--- src/core/codec_fmt_regs.svh ---
`ifndef CODEC_FMT_REGS_SVH
`define CODEC_FMT_REGS_SVH

// Register addresses
`define ADDR_CODEC1_FMT 8'h0F
`define ADDR_CODEC2_FMT 8'h10
`define ADDR_FRAME_SKIP 8'h11
`define ADDR_RSVD_A 8'h12
`define ADDR_RSVD_B 8'h13
`define ADDR_RSVD_C 8'h14
`define ADDR_VERSION 8'h15
// Gain and preamp registers whose updates can be held
`define ADDR_GAIN_0 8'h03
`define ADDR_GAIN_1 8'h04
`define ADDR_GAIN_2 8'h08
`define ADDR_GAIN_3 8'h09
`define ADDR_GAIN_4 8'h0B
`define NUM_GAIN 5

// Format register fields
`define FMT_COMPAND_BIT 7
`define FMT_MULAW_BIT 6
`define FMT_ADC_ZC_OFF_BIT 5
`define FMT_DAC_ZC_OFF_BIT 4
`define FMT_HPF_BYP_BIT 3
`define FMT_ZC_OFF_BIT 2
`define FMT_THR_HI 1
`define FMT_THR_LO 0

// Threshold encodings in LSBs
`define THR_CODE_00 4'h6
`define THR_CODE_01 4'h4
`define THR_CODE_10 4'h8
`define THR_CODE_11 4'hA

// Version register fields
`define VER_ID_HI 7
`define VER_ID_LO 4
`define VER_RSVD_BIT 3
`define VER_HOLD_BIT 2

// Reset values
`define RST_FMT 8'h00
`define RST_SKIP 8'h00
`define RST_RSVD 8'h00
`define RST_GAIN 8'h00
`define RST_VER_RSVD 1'b1
`define RST_HOLD 1'b0
`define RD_ZERO 8'h00

`endif

--- src/core/codec_fmt_pkg.sv ---
package codec_fmt_pkg;

  // Sample coding of a codec
  typedef enum logic [1:0] {
    CODING_LINEAR = 2'b00,
    CODING_ALAW = 2'b10,
    CODING_MULAW = 2'b11
  } coding_t;

  // Decoded settings of one codec
  typedef struct packed {
    coding_t coding;
    logic adc_zc_en;
    logic dac_zc_en;
    logic adc_highpass_filter_bypass;
    logic zc_en;
    logic [3:0] zc_threshold;
  } codec_fmt_t;

  // One register access from the control link decoder
  typedef struct packed {
    logic wr_en;
    logic [7:0] addr;
    logic [7:0] data;
  } reg_wr_t;

endpackage

--- src/core/codec_format_control_regs.sv ---
// Overview of operation
// - Each codec has its own format register
// - Bit 5 one disables ADC zero crossing
// - Bit 4 one disables DAC zero crossing
// - Bit 3 set bypasses ADC highpass filter
// - Bits 1:0 pick threshold 6, 4, 8, 10
// - Second codec has identical layout, own address
// - Count of frames without control information
// - Version nibble binary, never all zero
// - Hold bit set defers gain updates
// - Hold clear applies gain writes immediately
`include "codec_fmt_regs.svh"

module codec_format_control_regs #(
  // Arbitrary silicon version, must not be zero
  parameter logic [3:0] VERSION_ID = 4'h3
) (
  // Clock and reset
  input wire logic i_ref_clk,
  input wire logic i_resetn,
  // Register write from control link
  input wire codec_fmt_pkg::reg_wr_t i_wr,
  // Register read from control link
  input wire logic [7:0] i_rd_addr,
  output logic [7:0] o_rd_data,
  // Decoded codec settings
  output codec_fmt_pkg::codec_fmt_t o_codec1_fmt,
  output codec_fmt_pkg::codec_fmt_t o_codec2_fmt,
  // Serial link control framing
  output logic [7:0] o_frame_skip_count,
  output logic o_ctrl_every_frame,
  // Applied gain and preamp values
  output logic [`NUM_GAIN*8-1:0] o_gain_active,
  output logic o_update_hold
);
  import codec_fmt_pkg::*;

  logic [7:0] fmt_reg [2];
  logic [7:0] skip_reg;
  logic [7:0] rsvd_reg [3];
  logic ver_rsvd_reg;
  logic hold_reg;
  logic [7:0] shadow_reg [`NUM_GAIN];
  logic [7:0] active_reg [`NUM_GAIN];
  logic [7:0] rd_next;
  logic [7:0] version_byte;

  localparam logic [7:0] GAIN_ADDR [`NUM_GAIN] = '{
    `ADDR_GAIN_0, `ADDR_GAIN_1, `ADDR_GAIN_2, `ADDR_GAIN_3, `ADDR_GAIN_4
  };

  // Address decode of writes
  wire wr_fmt1 = i_wr.wr_en && (i_wr.addr == `ADDR_CODEC1_FMT);
  wire wr_fmt2 = i_wr.wr_en && (i_wr.addr == `ADDR_CODEC2_FMT);
  wire wr_skip = i_wr.wr_en && (i_wr.addr == `ADDR_FRAME_SKIP);
  wire wr_rsa = i_wr.wr_en && (i_wr.addr == `ADDR_RSVD_A);
  wire wr_rsb = i_wr.wr_en && (i_wr.addr == `ADDR_RSVD_B);
  wire wr_rsc = i_wr.wr_en && (i_wr.addr == `ADDR_RSVD_C);
  wire wr_ver = i_wr.wr_en && (i_wr.addr == `ADDR_VERSION);

  // Format, framing and reserved storage
  always_ff @(posedge i_ref_clk or negedge i_resetn) begin
    if (!i_resetn) begin
      fmt_reg[0] <= `RST_FMT;
      fmt_reg[1] <= `RST_FMT;
      skip_reg <= `RST_SKIP;
      rsvd_reg[0] <= `RST_RSVD;
      rsvd_reg[1] <= `RST_RSVD;
      rsvd_reg[2] <= `RST_RSVD;
      ver_rsvd_reg <= `RST_VER_RSVD;
      hold_reg <= `RST_HOLD;
    end else begin
      if (wr_fmt1) fmt_reg[0] <= i_wr.data;
      if (wr_fmt2) fmt_reg[1] <= i_wr.data;
      if (wr_skip) skip_reg <= i_wr.data;
      // Stored as written; the host is expected to keep them zero
      if (wr_rsa) rsvd_reg[0] <= i_wr.data;
      if (wr_rsb) rsvd_reg[1] <= i_wr.data;
      if (wr_rsc) rsvd_reg[2] <= i_wr.data;
      if (wr_ver) begin
        ver_rsvd_reg <= i_wr.data[`VER_RSVD_BIT];
        hold_reg <= i_wr.data[`VER_HOLD_BIT];
      end
    end
  end

  // Per codec decode, same layout for both
  function automatic codec_fmt_t decode_fmt(input logic [7:0] r);
    codec_fmt_t f;
    f.coding = !r[`FMT_COMPAND_BIT] ? CODING_LINEAR :
               (r[`FMT_MULAW_BIT] ? CODING_MULAW : CODING_ALAW);
    f.adc_zc_en = !r[`FMT_ADC_ZC_OFF_BIT];
    f.dac_zc_en = !r[`FMT_DAC_ZC_OFF_BIT];
    f.adc_highpass_filter_bypass = r[`FMT_HPF_BYP_BIT];
    f.zc_en = !r[`FMT_ZC_OFF_BIT];
    unique case (r[`FMT_THR_HI:`FMT_THR_LO])
      2'h0: f.zc_threshold = `THR_CODE_00;
      2'h1: f.zc_threshold = `THR_CODE_01;
      2'h2: f.zc_threshold = `THR_CODE_10;
      2'h3: f.zc_threshold = `THR_CODE_11;
    endcase
    return f;
  endfunction

  assign o_codec1_fmt = decode_fmt(fmt_reg[0]);
  assign o_codec2_fmt = decode_fmt(fmt_reg[1]);
  assign o_frame_skip_count = skip_reg;
  assign o_ctrl_every_frame = (skip_reg == `RST_SKIP);
  assign o_update_hold = hold_reg;

  // Version nibble is a fixed strap; zero is rejected below
  assign version_byte = {VERSION_ID, ver_rsvd_reg, hold_reg, 2'h0};

  // Gain shadow and applied copies, one entry per register
  genvar g;
  generate
    for (g = 0; g < `NUM_GAIN; g++) begin : gain_entry
      wire hit = i_wr.wr_en && (i_wr.addr == GAIN_ADDR[g]);
      // Write data bypasses the shadow so an unheld write lands at once
      wire [7:0] active_next = hold_reg ? active_reg[g] :
                               (hit ? i_wr.data : shadow_reg[g]);
      always_ff @(posedge i_ref_clk or negedge i_resetn) begin
        if (!i_resetn) begin
          shadow_reg[g] <= `RST_GAIN;
          active_reg[g] <= `RST_GAIN;
        end else begin
          if (hit) shadow_reg[g] <= i_wr.data;
          active_reg[g] <= active_next;
        end
      end
      assign o_gain_active[g*8 +: 8] = active_reg[g];
    end
  endgenerate

  // Read mux; gain addresses return the last written value
  always_comb begin
    rd_next = `RD_ZERO;
    unique case (i_rd_addr)
      `ADDR_CODEC1_FMT: rd_next = fmt_reg[0];
      `ADDR_CODEC2_FMT: rd_next = fmt_reg[1];
      `ADDR_FRAME_SKIP: rd_next = skip_reg;
      `ADDR_RSVD_A: rd_next = rsvd_reg[0];
      `ADDR_RSVD_B: rd_next = rsvd_reg[1];
      `ADDR_RSVD_C: rd_next = rsvd_reg[2];
      `ADDR_VERSION: rd_next = version_byte;
      `ADDR_GAIN_0: rd_next = shadow_reg[0];
      `ADDR_GAIN_1: rd_next = shadow_reg[1];
      `ADDR_GAIN_2: rd_next = shadow_reg[2];
      `ADDR_GAIN_3: rd_next = shadow_reg[3];
      `ADDR_GAIN_4: rd_next = shadow_reg[4];
      default: rd_next = `RD_ZERO;
    endcase
  end

  // Registered read data, one cycle after the address
  always_ff @(posedge i_ref_clk or negedge i_resetn) begin
    if (!i_resetn) o_rd_data <= `RD_ZERO;
    else o_rd_data <= rd_next;
  end
endmodule

--- config.mk ---
export PLATFORM = sky130hd
export DESIGN_NAME = codec_format_control_regs
export DESIGN_NICKNAME = d
export VERILOG_FILES = /design/src/core/codec_fmt_pkg.sv /design/src/core/codec_format_control_regs.sv
export VERILOG_INCLUDE_DIRS = /design/src /design/src/core
export SDC_FILE = /design/constraint.sdc
export NUM_CORES = 1
export LEC_CHECK = 0
export BUFFER_PORTS_ARGS = -buffer_cell sky130_fd_sc_hd__buf_2
export CAP_MARGIN = 30
export CORE_UTILIZATION = 56
export DETAILED_ROUTE_END_ITERATION = 16
export PLACE_DENSITY = 0.85
export SLEW_MARGIN = 20
export SYNTH_ARGS = -nofsm -noshare
export SYNTH_HDL_FRONTEND = slang
export SYNTH_SLANG_ARGS = --single-unit
--- constraint.sdc ---
create_clock -name i_ref_clk -period 1.7 [get_ports i_ref_clk]
set_input_delay 0.255 -clock i_ref_clk [delete_from_list [all_inputs] [get_ports i_ref_clk]]
set_output_delay 0.255 -clock i_ref_clk [all_outputs]
set_load 0.005 [all_outputs]
# After elaboration in Yosys (flattened, before gate mapping)
# Cells that the tools add are included.
word_totals:
  reg_bits: 138
  output_inout_bits: 78
  wordCells: 82
op_classes:
  eq_ne: 30
  muxes: 12
  n_reduce_logical: 21
op_table:
  columns: ["op", "count"]
  rows:
  - ["$eq A8 B5 Y1 const B", 12]
  - ["$pmux W8 S12", 1]
  - ["$eq A8 B4 Y1 const B", 8]
  - ["$mux W8", 5]
  - ["$pmux W4 S4", 2]
  - ["$eq A8 B2 Y1 const B", 2]
  - ["$eq A8 B3 Y1 const B", 2]
  - ["$logic_and A1 B1 Y1", 12]
  - ["$eq A2 B2 Y1 const B", 4]
  - ["$logic_not A8 Y1", 1]
  - ["$logic_not A1 Y1", 6]
  - ["$eq A2 B1 Y1 const B", 2]
  - ["$logic_not A2 Y1", 2]
  - ["$mux W2", 2]
  - ["$mux W1", 2]

# Depth between registers and ports, before layout
# Gate-level depths: netlist (run 1).
depth:
  depth_word: 3
  ltp_mapped: 7

# Worst setup path before layout (run 1)
# OpenSTA, ideal clock, no wires.
synth_timing:
  kind: "in2reg"
  start: "input port i_wr[13] in the netlist's numbering"
  end: "register active_reg, in the netlist o_gain_active[24]"
  setup_time_ps: 125
  arrival_time_ps: 1911
  required_ps: 1575
  setup_slack_ps: -336
  stages: 5
  n_path_buf: 1
  path_cell_list: "or4_1 buf_2 nor3b_4 mux2_2 mux2_2"
synth_between:
  elab_chain_len: 3
synth_lines:
  columns: ["element", "line_no", "source"]
  rows:
  - ["start: declaration", "codec_format_control_regs.sv:22", "input wire codec_fmt_pkg::reg_wr_t i_wr,"]
  - ["$eq A8 B4 Y1", "codec_format_control_regs.sv:118", "wire hit = i_wr.wr_en && (i_wr.addr == GAIN_ADDR[g]);"]
  - ["$logic_and A1 B1 Y1", "codec_format_control_regs.sv:118", null]
  - ["$mux W8", null, null]
  - ["end signal: indexed assignment", "codec_format_control_regs.sv:125", "active_reg[g] <= `RST_GAIN;"]
  - ["end signal: indexed assignment", "codec_format_control_regs.sv:128", "active_reg[g] <= active_next;"]
  - ["end: declaration", "codec_format_control_regs.sv:44", "logic [7:0] active_reg [`NUM_GAIN];"]
# No other way between the ends.
# A chain may end at the register's enable or synchronous reset.

# Worst setup path after layout (run 1)
layout_timing:
  start: "register skip_reg[0] (netlist: o_frame_skip_count[0])"
  end: "output port o_ctrl_every_frame"
layout_between:
  elab_chain_len: 1
layout_lines:
  columns: ["element", "line_no", "source"]
  rows:
  - ["start: declaration", "codec_format_control_regs.sv:39", "logic [7:0] skip_reg;"]
  - ["start signal: assignment", "codec_format_control_regs.sv:66", "skip_reg <= `RST_SKIP;"]
  - ["start signal: assignment", "codec_format_control_regs.sv:75", "if (wr_skip) skip_reg <= i_wr.data;"]
  - ["$logic_not A8 Y1 (no source line)", null, null]
  - ["end: declaration", "codec_format_control_regs.sv:31", "output logic o_ctrl_every_frame,"]
# No other way between the ends.

==> impl_metrics.sql, run 1 <==
INSERT INTO impl_metrics (metric_group, metric, value, unit) VALUES
('global_routing', 'overflow', '0', ''),
('timing', 'final_max_slew_viol_count', '0', ''),
('route', 'wl', '16.8', 'mm'),
('placement', 'hpwlAfterDp', '11.7', 'mm'),
('die', 'core_region_area', '11000', 'um2'),
('yosys', 'ys_types', '53', ''),
('yosys', 'number_of_flops_mapped_to_enable_cells_by_yosys', '0', ''),
('route', 'detail-route-antenna-nets', '0', ''),
('yosys', 'syn_inst', '480', ''),
('critical_path', 'worstSetupPathType', 'flop to primary output', ''),
('yosys', 'synth-main-ff-cell', 'sky130_fd_sc_hd__dfrtp_1', ''),
('global_routing', 'first_pass_grt_wire_length', '26.0', 'mm'),
('route', 'post_drt_wl_per_cell', '21.4', 'um'),
('die', 'die_w', '109', 'um'),
('yosys', 'asyncSetResetFlopFracSynth', '100', '%'),
('clock_tree', 'clock_sinks', '138', ''),
('final_layout', 'final_cell_area', '8240', 'um2'),
('timing', 'setup_tns', '-123', 'ps'),
('clock_tree', 'max-clock-path-buffers', '2', ''),
('timing', 'timing.fmax', '0.549', 'GHz'),
('clock_tree', 'cts-buffers-inserted', '17', ''),
('yosys', 'netlist_area', '6370', 'um2'),
('yosys', 'syn_avg_cell_area', '13.3', 'um2'),
('timing', 'tightestPinTransition', '613', 'ps'),
('final_layout', 'antenna_diode_count', '0', ''),
('critical_path', 'startpoint_class_of_the_critical_path', 'flop', ''),
('timing', 'rsz0062_at_grt', 'yes', ''),
('die', 'initial_utilization', '58.0', '%'),
('global_routing', 'grt_pass1_vias', '4823', ''),
('worst_hold_path', 'min_delay_path_class', 'input pin to flop', ''),
('route', 'num_vias', '4697', ''),
('placement', 'placed_cell_area', '7480', 'um2'),
('timing', 'hold_viol_final', '0', ''),
('route', 'iteration_0_drc_markers', '233', ''),
('timing', 'postLayoutSetupSlackWorst', '-123', 'ps'),
('power', 'p_leak', '4.24', 'nW'),
('timing', 'fin_skew', '5.68', 'ps'),
('route', 'vias_per_cell', '5.99', ''),
('yosys', 'ys_ff_latch', '138', ''),
('final_layout', 'layout.filler_cells', '670', ''),
('final_layout', 'layout.cells.most_common_list', '133 x sky130_fd_sc_hd__dfrtp_1, 104 x sky130_fd_sc_hd__mux2_2, 97 x sky130_fd_sc_hd__buf_2', ''),
('job', 'maximum_capacitance_violations', '0', ''),
('die', 'ios', '105', ''),
('yosys', 'yosysSeqAreaShare', '54.2', '%'),
('die', 'die-area', '11800', 'um2'),
('clock_tree', 'cts.clk_slew.worst_paths', '50', 'ps'),
('placement', 'placement.io_buffers', '102', ''),
('critical_path', 'crit_end_element', 'primary output', ''),
('final_layout', 'drive_above_1_share', '55.6', '%'),
('clock_tree', 'clock-root-buffer', 'sky130_fd_sc_hd__clkbuf_16', ''),
('critical_path', 'cp_data_arrival_time', '1570', 'ps'),
('status', 'failing_checks', 'negative setup slack', ''),
('final_layout', 'layout_commonest_cell', 'sky130_fd_sc_hd__dfrtp_1', ''),
('route', 'post-route-drc-count', '0', ''),
('yosys', 'ys_warn_count', '0', ''),
('timing', 'fin_worst_hold_slack', '304', 'ps'),
('placement', 'gp_routability_congestion', '0.933', ''),
('placement', 'dp_slack', '-418', 'ps'),
('global_routing', 'groute.usage.overall', '30.6', '%'),
('power', 'p_per_area', '942', 'nW/um2'),
('timing', 'slew_headroom', '59.0', '%'),
('clock_tree', 'clock_latency_of_the_later_clocked_register_in_the_worst_skew_pair', '420', 'ps'),
('global_routing', 'antenna_violations_before_repair', '0', ''),
('status', 'status', 'finished, violations left', ''),
('die', 'die_height', '109', 'um'),
('die', 'rows', '38', ''),
('timing', 'timing.final.crit_share', '107', '%'),
('global_routing', 'grt_max_degree', '71', ''),
('timing', 'period_minus_slack', '1820', 'ps'),
('route', 'detail_route.first_pass.iterations', '5', ''),
('critical_path', 'crit_path_max_fanout', '2', ''),
('timing', 'finalSetupViolCount', '1', ''),
('critical_path', 'critical_path_required', '1440', 'ps'),
('clock_tree', 'cts-htree-levels', '4', ''),
('clock_tree', 'cts_tree', 'done', ''),
('final_layout', 'synthToLayoutAreaGrowth', '29.3', '%'),
('final_layout', 'total_nets_final', '666', ''),
('power', 'power.ir.vdd_worst', '0.719', 'mV');
## power breakdown
group / internal, mW / leakage, nW / switching [mW]
combinational: 0.387 / 2.07 / 0.386
clock: 2.16 / 0.270 / 1.28
sequential: 3.44 / 1.89 / 0.108
total: 5.99 / 4.24 / 1.78
## synthesized netlist by cell type, types with 2 or more instances
library cell / instances / area share (%)
sky130_fd_sc_hd__nor3_1: 5 / 0.39
sky130_fd_sc_hd__a32o_1: 2 / 0.31
sky130_fd_sc_hd__nand3_1: 8 / 0.63
sky130_fd_sc_hd__or2_2: 4 / 0.39
sky130_fd_sc_hd__nor4_1: 2 / 0.20
sky130_fd_sc_hd__or4b_2: 2 / 0.31
sky130_fd_sc_hd__nor3b_1: 7 / 0.82
sky130_fd_sc_hd__o21ai_0: 3 / 0.24
sky130_fd_sc_hd__nor3_4: 2 / 0.51
sky130_fd_sc_hd__o2bb2ai_1: 5 / 0.69
sky130_fd_sc_hd__clkbuf_1: 22 / 1.3
sky130_fd_sc_hd__and2_1: 4 / 0.39
sky130_fd_sc_hd__a31oi_1: 3 / 0.29
sky130_fd_sc_hd__or3b_2: 4 / 0.55
sky130_fd_sc_hd__buf_2: 2 / 0.16
sky130_fd_sc_hd__nand3b_1: 7 / 0.82
sky130_fd_sc_hd__buf_1: 5 / 0.29
sky130_fd_sc_hd__a21oi_1: 4 / 0.31
sky130_fd_sc_hd__ha_1: 8 / 1.6
sky130_fd_sc_hd__a32oi_1: 7 / 0.96
sky130_fd_sc_hd__nor2_1: 10 / 0.59
sky130_fd_sc_hd__nand4_1: 5 / 0.49
sky130_fd_sc_hd__nor2b_1: 3 / 0.29
sky130_fd_sc_hd__or4_1: 5 / 0.59
sky130_fd_sc_hd__a211oi_1: 2 / 0.24
sky130_fd_sc_hd__inv_1: 15 / 0.88
sky130_fd_sc_hd__buf_4: 6 / 0.71
sky130_fd_sc_hd__mux2i_1: 14 / 2.2
sky130_fd_sc_hd__o22ai_1: 5 / 0.49
sky130_fd_sc_hd__dfrtp_1: 137 / 54
sky130_fd_sc_hd__o211ai_1: 3 / 0.35
sky130_fd_sc_hd__a22oi_1: 2 / 0.24
sky130_fd_sc_hd__and3_1: 2 / 0.20
sky130_fd_sc_hd__a2111oi_0: 2 / 0.27
sky130_fd_sc_hd__mux2_2: 133 / 23
sky130_fd_sc_hd__mux4_2: 2 / 0.71
sky130_fd_sc_hd__nand4b_1: 3 / 0.41
sky130_fd_sc_hd__nand2_1: 10 / 0.59
## per-layer routing
layer  routed length (um)  track usage, %
met5                    0               0
met4                  514            15.5
met3                 1070            7.23
met2                 8170            49.0
met1                 7000            39.0
## what timing repair did
item / 4_1_cts / 5_1_grt
hold buffers: 1 / 0
buffers inserted: 8 / 1
hold endpoints to repair: 137 / 0
resized for setup: 18 / 20
pin swaps: 6 / 10
setup endpoints to repair: 5 / 12
## logic make-up after synthesis
group	after synthesis	share of synthesized area [%]
mux	149	26.4
flops	138	54.2
simple gates	90	9.25
buf+inv	51	3.42
compound gates	43	5.10
fa+ha+maj	8	1.57
other cells	1	0.0588
## layout make-up
class	instances	area (um2)	area share (%)
sequential	138	3460	42.0
multi-input combinational	292	2890	35.1
timing repair buffer	167	1100	13.4
clock buffer	29	510	6.19
tap	140	175	2.12
inverter	15	61.3	0.744
clock inverter	3	40.0	0.486
## stage by stage
stage	total power [mW]	utilization [%]	cells
after floorplan	3.94	-	481
after global placement	4.28	68.1	742
after detailed placement	4.32	68.1	742
after CTS	7.79	74.3	783
after global routing	8.02	75.1	784
final	7.77	75.1	784
## path summary, 6_finish.rpt
path | to | start | cells past startpoint | slack, ps
min | rsvd_reg[6] | i_wr[6] | 2 | 300
max | o_ctrl_every_frame | o_frame_skip_count[0] | 3 | -120
min in group asynchronous | o_gain_active[21] | i_resetn | 3 | 390
min reg2reg | rsvd_reg[21] | rsvd_reg[21] | 1 | 500
max in group asynchronous | ver_rsvd_reg | i_resetn | 3 | 970
max reg2reg | o_rd_data[1] | fmt_reg[1] | 5 | 150
## critical path, stage by stage (launching register included)
cell and delay, ps:
sky130_fd_sc_hd__dfrtp_1 390, sky130_fd_sc_hd__or4_4 550, sky130_fd_sc_hd__nor2_2 110, sky130_fd_sc_hd__buf_2 110
No activity file was read; power rests on OpenSTA's default activity.
==> inputs of run 2 (changes only) <==
- MAX_ROUTING_LAYER: default -> met4
==> impl_metrics.sql, run 2 (synthesized netlist as in run 1, its figures left out) <==
INSERT INTO impl_metrics (metric_group, metric, value, unit) VALUES
('timing', 'timing.final.crit_share', '106', '%'),
('timing', 'timing.fmax', '0.554', 'GHz'),
('die', 'ios', '105', ''),
('job', 'maximum_capacitance_violations', '0', ''),
('critical_path', 'cpMaxStageDelayCell', 'sky130_fd_sc_hd__or4_1', ''),
('timing', 'hold_viol_final', '0', ''),
('global_routing', 'groute.usage.overall', '33.6', '%'),
('clock_tree', 'clock_sinks', '138', ''),
('power', 'p_leak', '4.31', 'nW'),
('route', 'num_vias', '4802', ''),
('timing', 'postLayoutSetupSlackWorst', '-106', 'ps'),
('clock_tree', 'cts_tree', 'done', ''),
('timing', 'finalSetupViolCount', '1', ''),
('final_layout', 'total_nets_final', '675', ''),
('timing', 'period_minus_slack', '1810', 'ps'),
('timing', 'slew_headroom', '50.8', '%'),
('die', 'core_region_area', '11000', 'um2'),
('clock_tree', 'cts-buffers-inserted', '17', ''),
('final_layout', 'layout.filler_cells', '676', ''),
('final_layout', 'drive_above_1_share', '57.6', '%'),
('route', 'vias_per_cell', '6.06', ''),
('critical_path', 'critPathMaxStageDelay', '520', 'ps'),
('clock_tree', 'cts.clk_slew.worst_paths', '60', 'ps'),
('critical_path', 'crit_end_element', 'primary output', ''),
('status', 'failing_checks', 'negative setup slack', ''),
('status', 'status', 'finished, violations left', ''),
('final_layout', 'post_layout_nonfiller_instances', '793', ''),
('timing', 'tightestPinTransition', '728', 'ps'),
('critical_path', 'startpoint_class_of_the_critical_path', 'flop', ''),
('worst_hold_path', 'min_delay_path_class', 'input pin to flop', ''),
('route', 'post_drt_wl_per_cell', '23.0', 'um'),
('critical_path', 'crit_path_max_fanout', '2', ''),
('placement', 'dp_slack', '-406', 'ps'),
('route', 'detail-route-antenna-nets', '0', ''),
('timing', 'fin_worst_hold_slack', '342', 'ps'),
('die', 'rows', '38', ''),
('placement', 'place.detailed.instances', '748', ''),
('final_layout', 'layout.cells.most_common_list', '134 x sky130_fd_sc_hd__dfrtp_1, 110 x sky130_fd_sc_hd__mux2_2, 97 x sky130_fd_sc_hd__buf_2', ''),
('global_routing', 'antenna_violations_before_repair', '0', ''),
('route', 'detail_route.first_pass.iterations', '5', ''),
('final_layout', 'layout_commonest_cell', 'sky130_fd_sc_hd__dfrtp_1', ''),
('clock_tree', 'max-clock-path-buffers', '2', ''),
('critical_path', 'cp_cell_sequence', 'or4_1 -> nor2_2 -> buf_2', ''),
('final_layout', 'synthToLayoutAreaGrowth', '31.4', '%'),
('power', 'p_per_area', '987', 'nW/um2'),
('placement', 'placement.io_buffers', '102', ''),
('clock_tree', 'clock_latency_of_the_later_clocked_register_in_the_worst_skew_pair', '420', 'ps'),
('die', 'die-area', '11800', 'um2'),
('die', 'die_w', '109', 'um'),
('route', 'post-route-drc-count', '0', ''),
('global_routing', 'grt_max_degree', '41', ''),
('placement', 'gp_routability_congestion', '0.927', ''),
('power', 'power.ir.vdd_worst', '1.38', 'mV'),
('die', 'initial_utilization', '58.0', '%'),
('clock_tree', 'cts-htree-levels', '4', ''),
('timing', 'final_max_slew_viol_count', '0', ''),
('critical_path', 'worstSetupPathType', 'flop to primary output', ''),
('critical_path', 'critical_path_required', '1440', 'ps'),
('final_layout', 'antenna_diode_count', '0', ''),
('timing', 'fin_skew', '8.71', 'ps'),
('placement', 'hpwlAfterDp', '12.1', 'mm'),
('global_routing', 'first_pass_grt_wire_length', '27.6', 'mm'),
('die', 'die_height', '109', 'um'),
('global_routing', 'overflow', '0', ''),
('timing', 'rsz0062_at_grt', 'yes', ''),
('critical_path', 'cp_data_arrival_time', '1550', 'ps'),
('route', 'iteration_0_drc_markers', '361', ''),
('route', 'wl', '18.2', 'mm'),
('global_routing', 'grt_pass1_vias', '4913', ''),
('clock_tree', 'clock-root-buffer', 'sky130_fd_sc_hd__clkbuf_16', '');
-- run 2: critical path: cells and delay by family, from the launching register on --
kind,cells,cell delay [ps]
DFF,1,390
and+or+nand+nor,2,630
buffers and inverters,1,110
-- run 2: stage by stage --
stage,cell area [um2],util [%],TNS (ps),power [mW]
floorplan,6470,-,-7560,3.94
global placement,7530,68.5,-13240,4.29
detailed placement,7530,68.5,-17500,4.33
CTS,8310,75.6,-131,8.26
global route,8380,76.3,-252,8.54
finish,8380,76.3,-106,8.27
-- run 2: where the power goes --
part	leakage [nW]	switching (mW)	internal, mW
Combinational	2.11	0.408	0.396
Sequential	1.90	0.108	3.44
Clock	0.312	1.36	2.56
Total	4.31	1.88	6.40
-- run 2: what timing repair did --
| item | 4_1_cts | 5_1_grt |
|---|---|---|
| hold buffers | 1 | 0 |
| gates cloned | 0 | 0 |
| gates resized for setup | 17 | 15 |
| endpoints found under the hold margin | 31 | 0 |
| pin swaps | 5 | 6 |
| endpoints found under the setup margin | 5 | 14 |
| buffers inserted | 10 | 2 |
-- run 2: final timing paths --
kind                                       start                 end  slack (ps)  cells past startpoint
max                        o_frame_skip_count[5]  o_ctrl_every_frame        -110                      3
min                                      i_wr[5]        rsvd_reg[21]         340                      2
max reg2reg                o_frame_skip_count[2]        o_rd_data[2]         110                      5
min reg2reg                    o_gain_active[22]   o_gain_active[22]         500                      1
max in group asynchronous               i_resetn   o_gain_active[13]         710                      3
min in group asynchronous               i_resetn   o_gain_active[10]         350                      2
-- run 2: routing by layer --
| metal | track usage [%] | wire length [um] | vias to the layer above |
|---|---|---|---|
| met2 | 54.5 | 9360 | 231 |
| met3 | 7.47 | 1190 | 44 |
| met1 | 41.2 | 7090 | 2451 |
| met5 | - | 0 | - |
| li1 | - | - | 2076 |
| met4 | 13.1 | 582 | 0 |
-- run 2: area by class of cell --
type	count	area [um2]	share of cell area, %
flip-flops and latches	138	3460	41.3
multi-input cells	292	2880	34.4
repair buffers	176	1170	14.0
clock buffers	20	467	5.57
well taps	140	175	2.09
clock inverters	12	169	2.02
inverters	15	58.8	0.702
